## config.mk

```make
export PLATFORM = sky130hd
export DESIGN_NAME = sss_scan_sequencer
export DESIGN_NICKNAME = d
export VERILOG_FILES = /design/src/hdl/sss_scan_sequencer.v
export VERILOG_INCLUDE_DIRS = /design/src /design/src/hdl
export SDC_FILE = /design/constraint.sdc
export NUM_CORES = 1
export LEC_CHECK = 0
export BUFFER_PORTS_ARGS = -buffer_cell sky130_fd_sc_hd__buf_2
export CORE_UTILIZATION = 58
export DETAILED_ROUTE_END_ITERATION = 10
export HOLD_SLACK_MARGIN = 0.1
export PLACE_DENSITY = 0.91
export RECOVER_POWER = 100
export SKIP_CTS_REPAIR_TIMING = 1
export SYNTH_ARGS = -nofsm -noshare
export SYNTH_HDL_FRONTEND = slang
export SYNTH_SLANG_ARGS = --single-unit
export TNS_END_PERCENT = 100
```

## constraint.sdc

```tcl
create_clock -name sys_clk_i -period 4.4 [get_ports sys_clk_i]
set_clock_uncertainty 0.05 [all_clocks]
set_input_delay 0.88 -clock sys_clk_i [delete_from_list [all_inputs] [get_ports sys_clk_i]]
set_output_delay 0.88 -clock sys_clk_i [all_outputs]
set_load 0.01 [all_outputs]
```

## src/hdl/sss_regs.vh

```
// Register map, field positions and state codes of the scan sequencer
`ifndef SSS_REGS_VH
`define SSS_REGS_VH

// Avalon-MM byte offsets
`define SSS_ADDR_W        4
`define SSS_OFS_CTRL      4'h0
`define SSS_OFS_STATUS    4'h4
`define SSS_OFS_COUNT     4'h8

// Control register
`define SSS_CTRL_EN_BIT   0
`define SSS_CTRL_RST      8'h01

// Status register fields
`define SSS_ST_STATE_LSB  0
`define SSS_ST_STATE_MSB  2
`define SSS_ST_SLOT_LSB   4
`define SSS_ST_SLOT_MSB   6
`define SSS_ST_MODE_BIT   8
`define SSS_ST_SEL_LSB    12
`define SSS_ST_SEL_MSB    14
`define SSS_ST_DONE_BIT   16
`define SSS_ST_ERR_BIT    17
`define SSS_ST_INH_BIT    18
`define SSS_ST_EOSN_LSB   20
`define SSS_ST_EOSN_MSB   23

// Sequencer states, one-hot
`define SSS_S_IDLE        3'h1
`define SSS_S_RUN         3'h2
`define SSS_S_END         3'h4

// Mode line levels
`define SSS_MODE_SEQ      1'b0
`define SSS_MODE_SIM      1'b1

// Pixel cycles allowed without a new end-of-scan while ending
`define SSS_EOS_WAIT      4'h2

`endif

```

## src/hdl/sss_scan_sequencer.v

```verilog
// Eight-channel sensor scan sequencer with Avalon-MM status and control
`timescale 1ns/1ps
`default_nettype none
`include "sss_regs.vh"

// Function
// - Digital 8:1 selector plus analogue selector address
// - Route start, end-of-scan, pixel clock per channel
// - Analogue address picks channel for video output
// - Sequential: sequencer idle, selects drive addresses
// - Simultaneous: selects set number of active sensors
// - Pixel cycles begin only after scan start
// - Each cycle clocks every active sensor once
// - Sample start channel end-of-scan once per cycle
// - Start channel end-of-scan inhibits further storage
// - Success only after all active sensors report
// - Accept reports in channel order across cycles
// - Success: one end pulse per active channel
// - Missing report: pulses stop before that channel
// - Consecutive sensors offset by one pixel slot
// - Latch mode and selects on delayed strobe
// - Front end supplies main and secondary clock
// - End-of-scan output from selected channel (sequential) or sequencer result
// - Both identification outputs held low
// - Mode 0 sequential code k; mode 1 simultaneous
// - Code k activates channels 1..k+1 only
// - Both ident low marks active eight-channel type
module sss_scan_sequencer #(
    parameter NCH     = 8,
    parameter SEL_W   = 3,
    parameter EOS_CW  = 4
) (
    // Clock and reset
    input  wire             sys_clk_i,
    input  wire             rst_b_i,
    // Front-end control
    input  wire             scan_start_i,
    input  wire             config_latch_strobe_i,
    input  wire             scan_mode_select_i,
    input  wire             channel_select_bit0_i,
    input  wire             channel_select_bit1_i,
    input  wire             channel_select_bit2_i,
    input  wire             secondary_clock_in_i,
    // Front-end status
    output reg              scan_end_out_n_o,
    output reg              data_store_inhibit_o,
    output reg              type_ident_bit0_o,
    output reg              type_ident_bit1_o,
    // Selector addresses
    output reg  [SEL_W-1:0] video_select_addr_o,
    // Sensor channels
    output reg  [NCH-1:0]   sensor_scan_begin_o,
    output reg  [NCH-1:0]   sensor_pixel_clock_o,
    input  wire [NCH-1:0]   sensor_scan_end_n_i,
    // Avalon-MM slave
    input  wire [`SSS_ADDR_W-1:0] avs_address_i,
    input  wire             avs_read_i,
    input  wire             avs_write_i,
    input  wire [31:0]      avs_writedata_i,
    input  wire [3:0]       avs_byteenable_i,
    output reg  [31:0]      avs_readdata_o,
    output reg              avs_waitrequest_o
);

    // Latched configuration and edge history
    reg             mode_l;
    reg [SEL_W-1:0] sel_l;
    reg             strobe_q;
    reg             start_q;
    reg             phi_q;
    reg [7:0]       ctrl;

    // Sequencer state
    reg [2:0]       state;
    reg [SEL_W-1:0] slot;
    reg [SEL_W-1:0] last_ch;
    reg [NCH-1:0]   start_pend;
    reg [SEL_W:0]   eos_cnt;
    reg [EOS_CW-1:0] miss_cnt;
    reg             got_eos;
    reg             done_ok;
    reg             done_err;
    reg [15:0]      seq_count;

    wire [SEL_W-1:0] sel_now = {channel_select_bit2_i,
                                channel_select_bit1_i,
                                channel_select_bit0_i};
    wire phi_rise   = secondary_clock_in_i & ~phi_q;
    wire phi_fall   = ~secondary_clock_in_i & phi_q;
    wire start_rise = scan_start_i & ~start_q;
    wire enable     = ctrl[`SSS_CTRL_EN_BIT];
    wire cyc_wrap   = phi_fall & (slot == last_ch);
    wire [SEL_W-1:0] eos_ch = eos_cnt[SEL_W-1:0];
    wire eos_here   = ~sensor_scan_end_n_i[slot];
    wire in_seq     = (state != `SSS_S_IDLE);

    // Edge history and configuration latch
    always @(posedge sys_clk_i) begin
        if (!rst_b_i) begin
            strobe_q <= 1'b0;
            start_q  <= 1'b0;
            phi_q    <= 1'b0;
            mode_l   <= `SSS_MODE_SEQ;
            sel_l    <= {SEL_W{1'b0}};
        end else begin
            strobe_q <= config_latch_strobe_i;
            start_q  <= scan_start_i;
            phi_q    <= secondary_clock_in_i;
            if (config_latch_strobe_i && !strobe_q) begin
                mode_l <= scan_mode_select_i;
                sel_l  <= sel_now;
            end
        end
    end

    // Simultaneous-mode sequencer
    always @(posedge sys_clk_i) begin
        if (!rst_b_i) begin
            state      <= `SSS_S_IDLE;
            slot       <= {SEL_W{1'b0}};
            last_ch    <= {SEL_W{1'b0}};
            start_pend <= {NCH{1'b0}};
            eos_cnt    <= {(SEL_W+1){1'b0}};
            miss_cnt   <= {EOS_CW{1'b0}};
            got_eos    <= 1'b0;
            done_ok    <= 1'b0;
            done_err   <= 1'b0;
            seq_count  <= 16'h0000;
        end else begin
            case (state)
                `SSS_S_IDLE: begin
                    slot <= {SEL_W{1'b0}};
                    // Sequential mode never leaves idle
                    if (enable && mode_l == `SSS_MODE_SIM &&
                            start_rise) begin
                        state    <= `SSS_S_RUN;
                        last_ch  <= sel_l;
                        eos_cnt  <= {(SEL_W+1){1'b0}};
                        miss_cnt <= {EOS_CW{1'b0}};
                        got_eos  <= 1'b0;
                        done_ok  <= 1'b0;
                        done_err <= 1'b0;
                        start_pend <= {NCH{1'b1}} >>
                                      (NCH - 1 - sel_l);
                    end
                end
                `SSS_S_RUN: begin
                    if (phi_fall) begin
                        start_pend[slot] <= 1'b0;
                        slot <= (slot == last_ch) ?
                                {SEL_W{1'b0}} : slot + 1'b1;
                    end
                    // Start channel observed once per pixel cycle
                    if (phi_rise && slot == {SEL_W{1'b0}} &&
                            eos_here) begin
                        state   <= `SSS_S_END;
                        eos_cnt <= {{SEL_W{1'b0}}, 1'b1};
                    end
                end
                `SSS_S_END: begin
                    if (phi_fall) begin
                        slot <= (slot == last_ch) ?
                                {SEL_W{1'b0}} : slot + 1'b1;
                    end
                    if (phi_rise && slot == eos_ch && eos_here &&
                            eos_cnt <= {1'b0, last_ch}) begin
                        eos_cnt <= eos_cnt + 1'b1;
                        got_eos <= 1'b1;
                    end
                    if (eos_cnt == {1'b0, last_ch} + 1'b1) begin
                        state     <= `SSS_S_IDLE;
                        done_ok   <= 1'b1;
                        seq_count <= seq_count + 1'b1;
                    end else if (cyc_wrap) begin
                        got_eos  <= 1'b0;
                        miss_cnt <= got_eos ? {EOS_CW{1'b0}} :
                                    miss_cnt + 1'b1;
                        // Give up when the expected channel stays silent
                        if (!got_eos &&
                                miss_cnt + 1'b1 >= `SSS_EOS_WAIT) begin
                            state     <= `SSS_S_IDLE;
                            done_err  <= 1'b1;
                            seq_count <= seq_count + 1'b1;
                        end
                    end
                end
                default: begin
                    state <= `SSS_S_IDLE;
                end
            endcase
        end
    end

    // Selector outputs, all registered
    integer i;
    always @(posedge sys_clk_i) begin
        if (!rst_b_i) begin
            sensor_scan_begin_o  <= {NCH{1'b0}};
            sensor_pixel_clock_o <= {NCH{1'b0}};
            video_select_addr_o  <= {SEL_W{1'b0}};
            scan_end_out_n_o     <= 1'b1;
            data_store_inhibit_o <= 1'b0;
            type_ident_bit0_o    <= 1'b0;
            type_ident_bit1_o    <= 1'b0;
        end else begin
            type_ident_bit0_o <= 1'b0;
            type_ident_bit1_o <= 1'b0;
            data_store_inhibit_o <= (state == `SSS_S_END);
            if (!in_seq) begin
                // Sequential: all sensors run in parallel
                video_select_addr_o <= sel_l;
                for (i = 0; i < NCH; i = i + 1) begin
                    sensor_scan_begin_o[i] <= enable &&
                        mode_l == `SSS_MODE_SEQ && scan_start_i;
                    sensor_pixel_clock_o[i] <= enable &&
                        mode_l == `SSS_MODE_SEQ &&
                        secondary_clock_in_i;
                end
                scan_end_out_n_o <= (mode_l == `SSS_MODE_SEQ) ?
                    sensor_scan_end_n_i[sel_l] : 1'b1;
            end else begin
                video_select_addr_o <= slot;
                for (i = 0; i < NCH; i = i + 1) begin
                    // One clock per active sensor in its own slot
                    sensor_pixel_clock_o[i] <= (slot == i) &&
                        secondary_clock_in_i;
                    sensor_scan_begin_o[i] <= (slot == i) &&
                        start_pend[i] && state == `SSS_S_RUN;
                end
                // Forward each accepted end-of-scan as a pulse, the
                // start channel's included; tied to the same clock rise
                // that counts it, so a late report is never sent twice
                scan_end_out_n_o <= ~(phi_rise && eos_here &&
                    ((state == `SSS_S_RUN &&
                      slot == {SEL_W{1'b0}}) ||
                     (state == `SSS_S_END && slot == eos_ch &&
                      eos_cnt <= {1'b0, last_ch})));
            end
        end
    end

    // Avalon-MM slave: one wait state per access
    wire acc = avs_read_i | avs_write_i;
    always @(posedge sys_clk_i) begin
        if (!rst_b_i) begin
            avs_waitrequest_o <= 1'b1;
            avs_readdata_o    <= 32'h00000000;
            ctrl              <= `SSS_CTRL_RST;
        end else begin
            avs_waitrequest_o <= ~(acc & avs_waitrequest_o);
            if (avs_write_i && !avs_waitrequest_o &&
                    avs_address_i == `SSS_OFS_CTRL &&
                    avs_byteenable_i[0]) begin
                ctrl <= avs_writedata_i[7:0];
            end
            if (avs_read_i && avs_waitrequest_o) begin
                avs_readdata_o <= 32'h00000000;
                case (avs_address_i)
                    `SSS_OFS_CTRL:
                        avs_readdata_o[7:0] <= ctrl;
                    `SSS_OFS_STATUS: begin
                        avs_readdata_o[`SSS_ST_STATE_MSB:
                            `SSS_ST_STATE_LSB] <= state;
                        avs_readdata_o[`SSS_ST_SLOT_MSB:
                            `SSS_ST_SLOT_LSB] <= slot;
                        avs_readdata_o[`SSS_ST_MODE_BIT] <= mode_l;
                        avs_readdata_o[`SSS_ST_SEL_MSB:
                            `SSS_ST_SEL_LSB] <= sel_l;
                        avs_readdata_o[`SSS_ST_DONE_BIT] <= done_ok;
                        avs_readdata_o[`SSS_ST_ERR_BIT]  <= done_err;
                        avs_readdata_o[`SSS_ST_INH_BIT]  <=
                            data_store_inhibit_o;
                        avs_readdata_o[`SSS_ST_EOSN_MSB:
                            `SSS_ST_EOSN_LSB] <= eos_cnt;
                    end
                    `SSS_OFS_COUNT:
                        avs_readdata_o[15:0] <= seq_count;
                    default:
                        avs_readdata_o <= 32'h00000000;
                endcase
            end
        end
    end

endmodule
`default_nettype wire

```

# Word-level counts from Yosys, hierarchy flattened
# Index checks and enable logic that the tools add are counted.
# classes
order_cmp,5
n_mux,55
n_reduce_logical,69
shifts,1
n_bitwise,15
n_eq_ne,27
n_addsub,6
# op_table
op,n
2-to-1 mux 16 bit,3
logical AND 1 bit,46
2-to-1 mux 8 bit,4
>> shifter 8 x 32 -> 8 bit (first input constant),1
2-to-1 mux 3 bit,10
2-to-1 mux 4 bit,7
one-hot mux 3 bit (3 select lines),3
adder 16 x 1 -> 16 bit (second input constant),1
!= test 2 bit (second input constant),8
one-hot mux 8 bit (2 select lines),1
equality test 3 bit (second input constant),5
2-to-1 mux 1 bit,14
one-hot mux 1 bit (2 select lines),6
one-hot mux 3 bit (2 select lines),2
one-hot mux 4 bit (3 select lines),1
AND reduction 4 bit,3
nonzero test 2 bit,5
equality test 3 x 2 -> 1 bit (second input constant),3
AND reduction 3 bit,3
adder 4 x 1 -> 4 bit (second input constant),2
AND 8 bit,1
less-than comparator 3 x 4 -> 1 bit (second input constant),2
NOT 8 bit,1
one-hot mux 4 bit (2 select lines),1
27 further kinds,45
# totals
regBits,104
input_bits,59
output_inout_bits,56
word_cells,201

# Logic depth before layout (Yosys ltp)
# depth
depth_word,9
mapped_depth,10
ltp_nobuf,8

# Least setup slack after synthesis
# Ideal clock, no wire load.
# synth_timing
kind,input -> register
startpoint,in secondary_clock_in_i
endpoint,reg seq_count[13]
required_ns,4.280
setup_slack_ns,1.593
cell_stages,7
arrival_ns,2.686
setup_time_ns,0.070
path_buffers,1
path_cell_list,nand2b_1 -> or4_4 -> a311oi_4 -> o211ai_2 -> buf_6 -> or4_1 -> a21oi_1
# synth_via
elab_chain_len,5
# synth_rtl
item,line_no,rtl
start: declaration,sss_scan_sequencer.v:43,"input wire secondary_clock_in_i,"
NOT 1 bit,sss_scan_sequencer.v:89,wire phi_fall = ~secondary_clock_in_i & phi_q;
AND 1 bit,sss_scan_sequencer.v:89,
AND 1 bit,sss_scan_sequencer.v:92,wire cyc_wrap = phi_fall & (slot == last_ch);
nonzero test 2 bit (no line),n/a,
AND reduction 3 bit (no line),n/a,
end signal: assignment,sss_scan_sequencer.v:173,seq_count <= seq_count + 1'b1;
end signal: assignment,sss_scan_sequencer.v:183,seq_count <= seq_count + 1'b1;
end: declaration,sss_scan_sequencer.v:83,reg [15:0] seq_count;
# No other way between the ends.
# A chain may end at the register's enable or synchronous reset.

# Worst setup path in the final report
# layout_timing
startpoint,reg slot[2]
endpoint,reg seq_count[11]
# layout_via
elab_chain_len,4
# layout_rtl
item,line_no,rtl
start: declaration,sss_scan_sequencer.v:75,reg [SEL_W-1:0] slot;
start signal: assignment,sss_scan_sequencer.v:120,slot <= {SEL_W{1'b0}};
start signal: assignment,sss_scan_sequencer.v:132,slot <= {SEL_W{1'b0}};
start signal: assignment,sss_scan_sequencer.v:150,slot <= (slot == last_ch) ?
equality test 3 bit,sss_scan_sequencer.v:92,
AND 1 bit,sss_scan_sequencer.v:92,
nonzero test 2 bit (no line),n/a,
AND reduction 3 bit (no line),n/a,
# No other way between the ends.

==> results.md <==
* Outcome: finished clean
* Root Buffer: clkbuf_8
* Grt total ovfl at 0
* Cell mode on critical path: or4_1
* Fin crit period at 3710 ps
* RSZ-0062 raised after global routing: false
* Pwr per Cell Area at 315 mW/mm2
* Share of layout cells above drive strength 1 at 0.0946
* Routed WL per cell at 16.5 um
* Die height at 93.6 um
* CTS tree: yes
* Post-Layout Cell Count at 729
* Fin. Hold Viols at 0
* Mean area per synthesized cell at 8.61 um2
* Top FF cell, synth: dfxtp_1
* Synth async-reset ratio at 0
* Die area at 0.00876 mm2
* Routed via count at 4,524
* EDFF count, synth at 0
* Drc violations at 0
* Initial antenna violation count at 0
* Rows at 33
* Tightest Pin Transition at 1270 ps
* CORE AREA at 0.00818 mm2
* H-tree level count at 3
* ANT cells at 0
* Critical path's top delay family: compound AO/OA/AOI/OAI gates
* Critical Path Start Type: register
* Port Buf Inserts at 76
* CP max stage cell: dfxtp_1
* Syn Std Cell Area at 0.00487 mm2
* Flops & latches, synth at 104
* Layout fillers at 672
* Worst-case clock buffer depth at 2
* Setup Viol. Count Final at 0
* Clock slew at reported path FFs at 110 ps
* Period utilization at 0.844
* Synthesis Warnings at 0
* Worst skew pair latency at 370 ps
* Unique masters post-synth at 57
* Leakage Power at 0.00190 uW
* Max-slew violation count at 0
* CTS Buf Count at 9
* Initial core utilization at 0.595
* Die W at 93.6 um
* Crit path DAT at 3950 ps
* Worst rel slew slack at 0.153
* Commonest non-fill, non-tap cell in the layout: dfxtp_1
* Tot Pwr at 1680 uW
* Worst path cell trace: xor2_1 > or4_1 > a311oi_1 > o211ai_2 > or4_1 > a21oi_1
* Hold Worst Slack at 408 ps
* Initial drt markers at 583
* Pin count of the biggest net entering global routing at 44
* Via density at 6.21
* Total GRT Usage at 0.281
* Worst vdd ir at 176 uV
* FMAX at 269 MHz
* Post-Syn Instances at 565
* Vias in the first global route at 4,235
* Placed Cells at 713
* # IOs at 115
* Drt first pass iters at 7
* Seq/Total Area, Yosys at 0.428
* MaxCap Viol Count at 0
* Hold Path Class: register to register
* DP HPWL at 8490 um
* Final ANT Viol Nets at 0
* Worst path required time at 4640 ps
* CP bufs+invs at 0
* First-pass GRT wire length at 19,400 um
* Synthesis-to-finish area growth at 9.15%
* CTS Sinks at 104
* Net count, final at 692
* Final wirelength at 12,000 um
* Setup TNS at 0 ps
* Setup crit end kind: register
* Crit Path Category: register to register
* Most frequent cells in the layout: dfxtp_1, a21oi_1, nor2_1
* RePlAce Congestion at 0.953
* Worst Path Max Fanout at 22
* Critical path's largest stage delay at 910 ps
[final cells by class]
class / instances / area [um2] / share of cell area
sequential: 104 / 2080 / 0.392
multi-input combinational: 408 / 2510 / 0.473
inverter: 14 / 52.6 / 0.00989
tap: 105 / 131 / 0.0247
timing repair buffer: 82 / 357 / 0.0671
clock buffer: 10 / 128 / 0.0240
clock inverter: 6 / 48.8 / 0.00919
[cell families (layout without fill, tap and decap cells)]
kind of cell / Yosys count / in the layout / share of synthesized area
multiplexers: 20 / 20 / 0.0463
buffers and inverters: 63 / 112 / 0.0617
AO/OA/AOI/OAI: 135 / 135 / 0.185
XOR/XNOR: 16 / 16 / 0.0288
flip-flops: 104 / 104 / 0.428
other: 1 / 11 / 0.000770
adder cells (fa/ha/maj): 14 / 14 / 0.0360
AND/OR/NAND/NOR: 212 / 212 / 0.214
[per-layer routing]
layer / vias to the layer above / GRT usage / wire [um]
li1: 2122 / - / -
met1: 2142 / 0.332 / 4850
met2: 223 / 0.488 / 6030
met3: 37 / 0.0667 / 860
met4: 0 / 0.113 / 292
met5: - / 0 / 0
[path summary, 6_finish.rpt]
kind	from	to	slack, ps	depth (start not counted)
worst max register to register	slot[2]$_SDFFE_PN0P_	seq_count[11]$_SDFFE_PN0P_	690	6
worst min register to register	avs_readdata_o[23]$_SDFFE_PN0P_	avs_readdata_o[23]$_SDFFE_PN0P_	410	2
worst min-delay path	avs_readdata_o[23]$_SDFFE_PN0P_	avs_readdata_o[23]$_SDFFE_PN0P_	410	2
worst max-delay path	slot[2]$_SDFFE_PN0P_	seq_count[11]$_SDFFE_PN0P_	690	6
[report_power, final]
group | leakage, uW | total (uW) | internal [uW] | switching (uW)
clock | 0.0000916 | 551 | 213 | 337
sequential | 0.000845 | 982 | 964 | 17.9
combinational | 0.000966 | 143 | 48.8 | 94.4
total | 0.00190 | 1680 | 1230 | 450
[stage by stage]
step	cell area (um2)	utilization	setup slack, ps
finish	5310	0.650	686
global route	5310	0.650	530
CTS	5400	0.661	1210
detailed placement	5230	0.639	1200
global placement	5230	0.639	1230
floorplan	4900	-	1590
[tightest hold or removal path: stages, from the launching register on]
cell and delay [ps]:
dfxtp_1 320, nand2_1 50, a21oi_1 50
[cells in the mapped netlist, drive strengths merged (4+ instances only)]
master	number	area (um2)
a21oi	67	335
a221oi	6	52.6
a222oi	6	60.1
and2	5	31.3
and3	5	31.3
buf	20	139
clkbuf	29	109
dfxtp	104	2080
ha	14	175
inv	14	52.6
mux2i	18	180
nand2	51	191
nand2b	9	56.3
nand3	29	145
nand4	9	56.3
nor2	56	213
nor2b	4	25.0
nor3	17	85.1
nor4	4	25.0
o211ai	10	80.1
o21ai	13	68.8
o311ai	4	35.0
o31ai	8	60.1
o41ai	4	35.0
or3	4	25.0
or4	11	86.3
xor2	13	114
[state kept, by name, indices dropped and copies added (netlist names), 4 cells and up]
signal and cells:
avs_readdata_o 23, ctrl 8, eos_cnt 4, miss_cnt 4, sensor_pixel_clock_o 8, sensor_scan_begin_o 8, seq_count 16, start_pend 8
No activity file was read; power rests on OpenSTA's default activity.
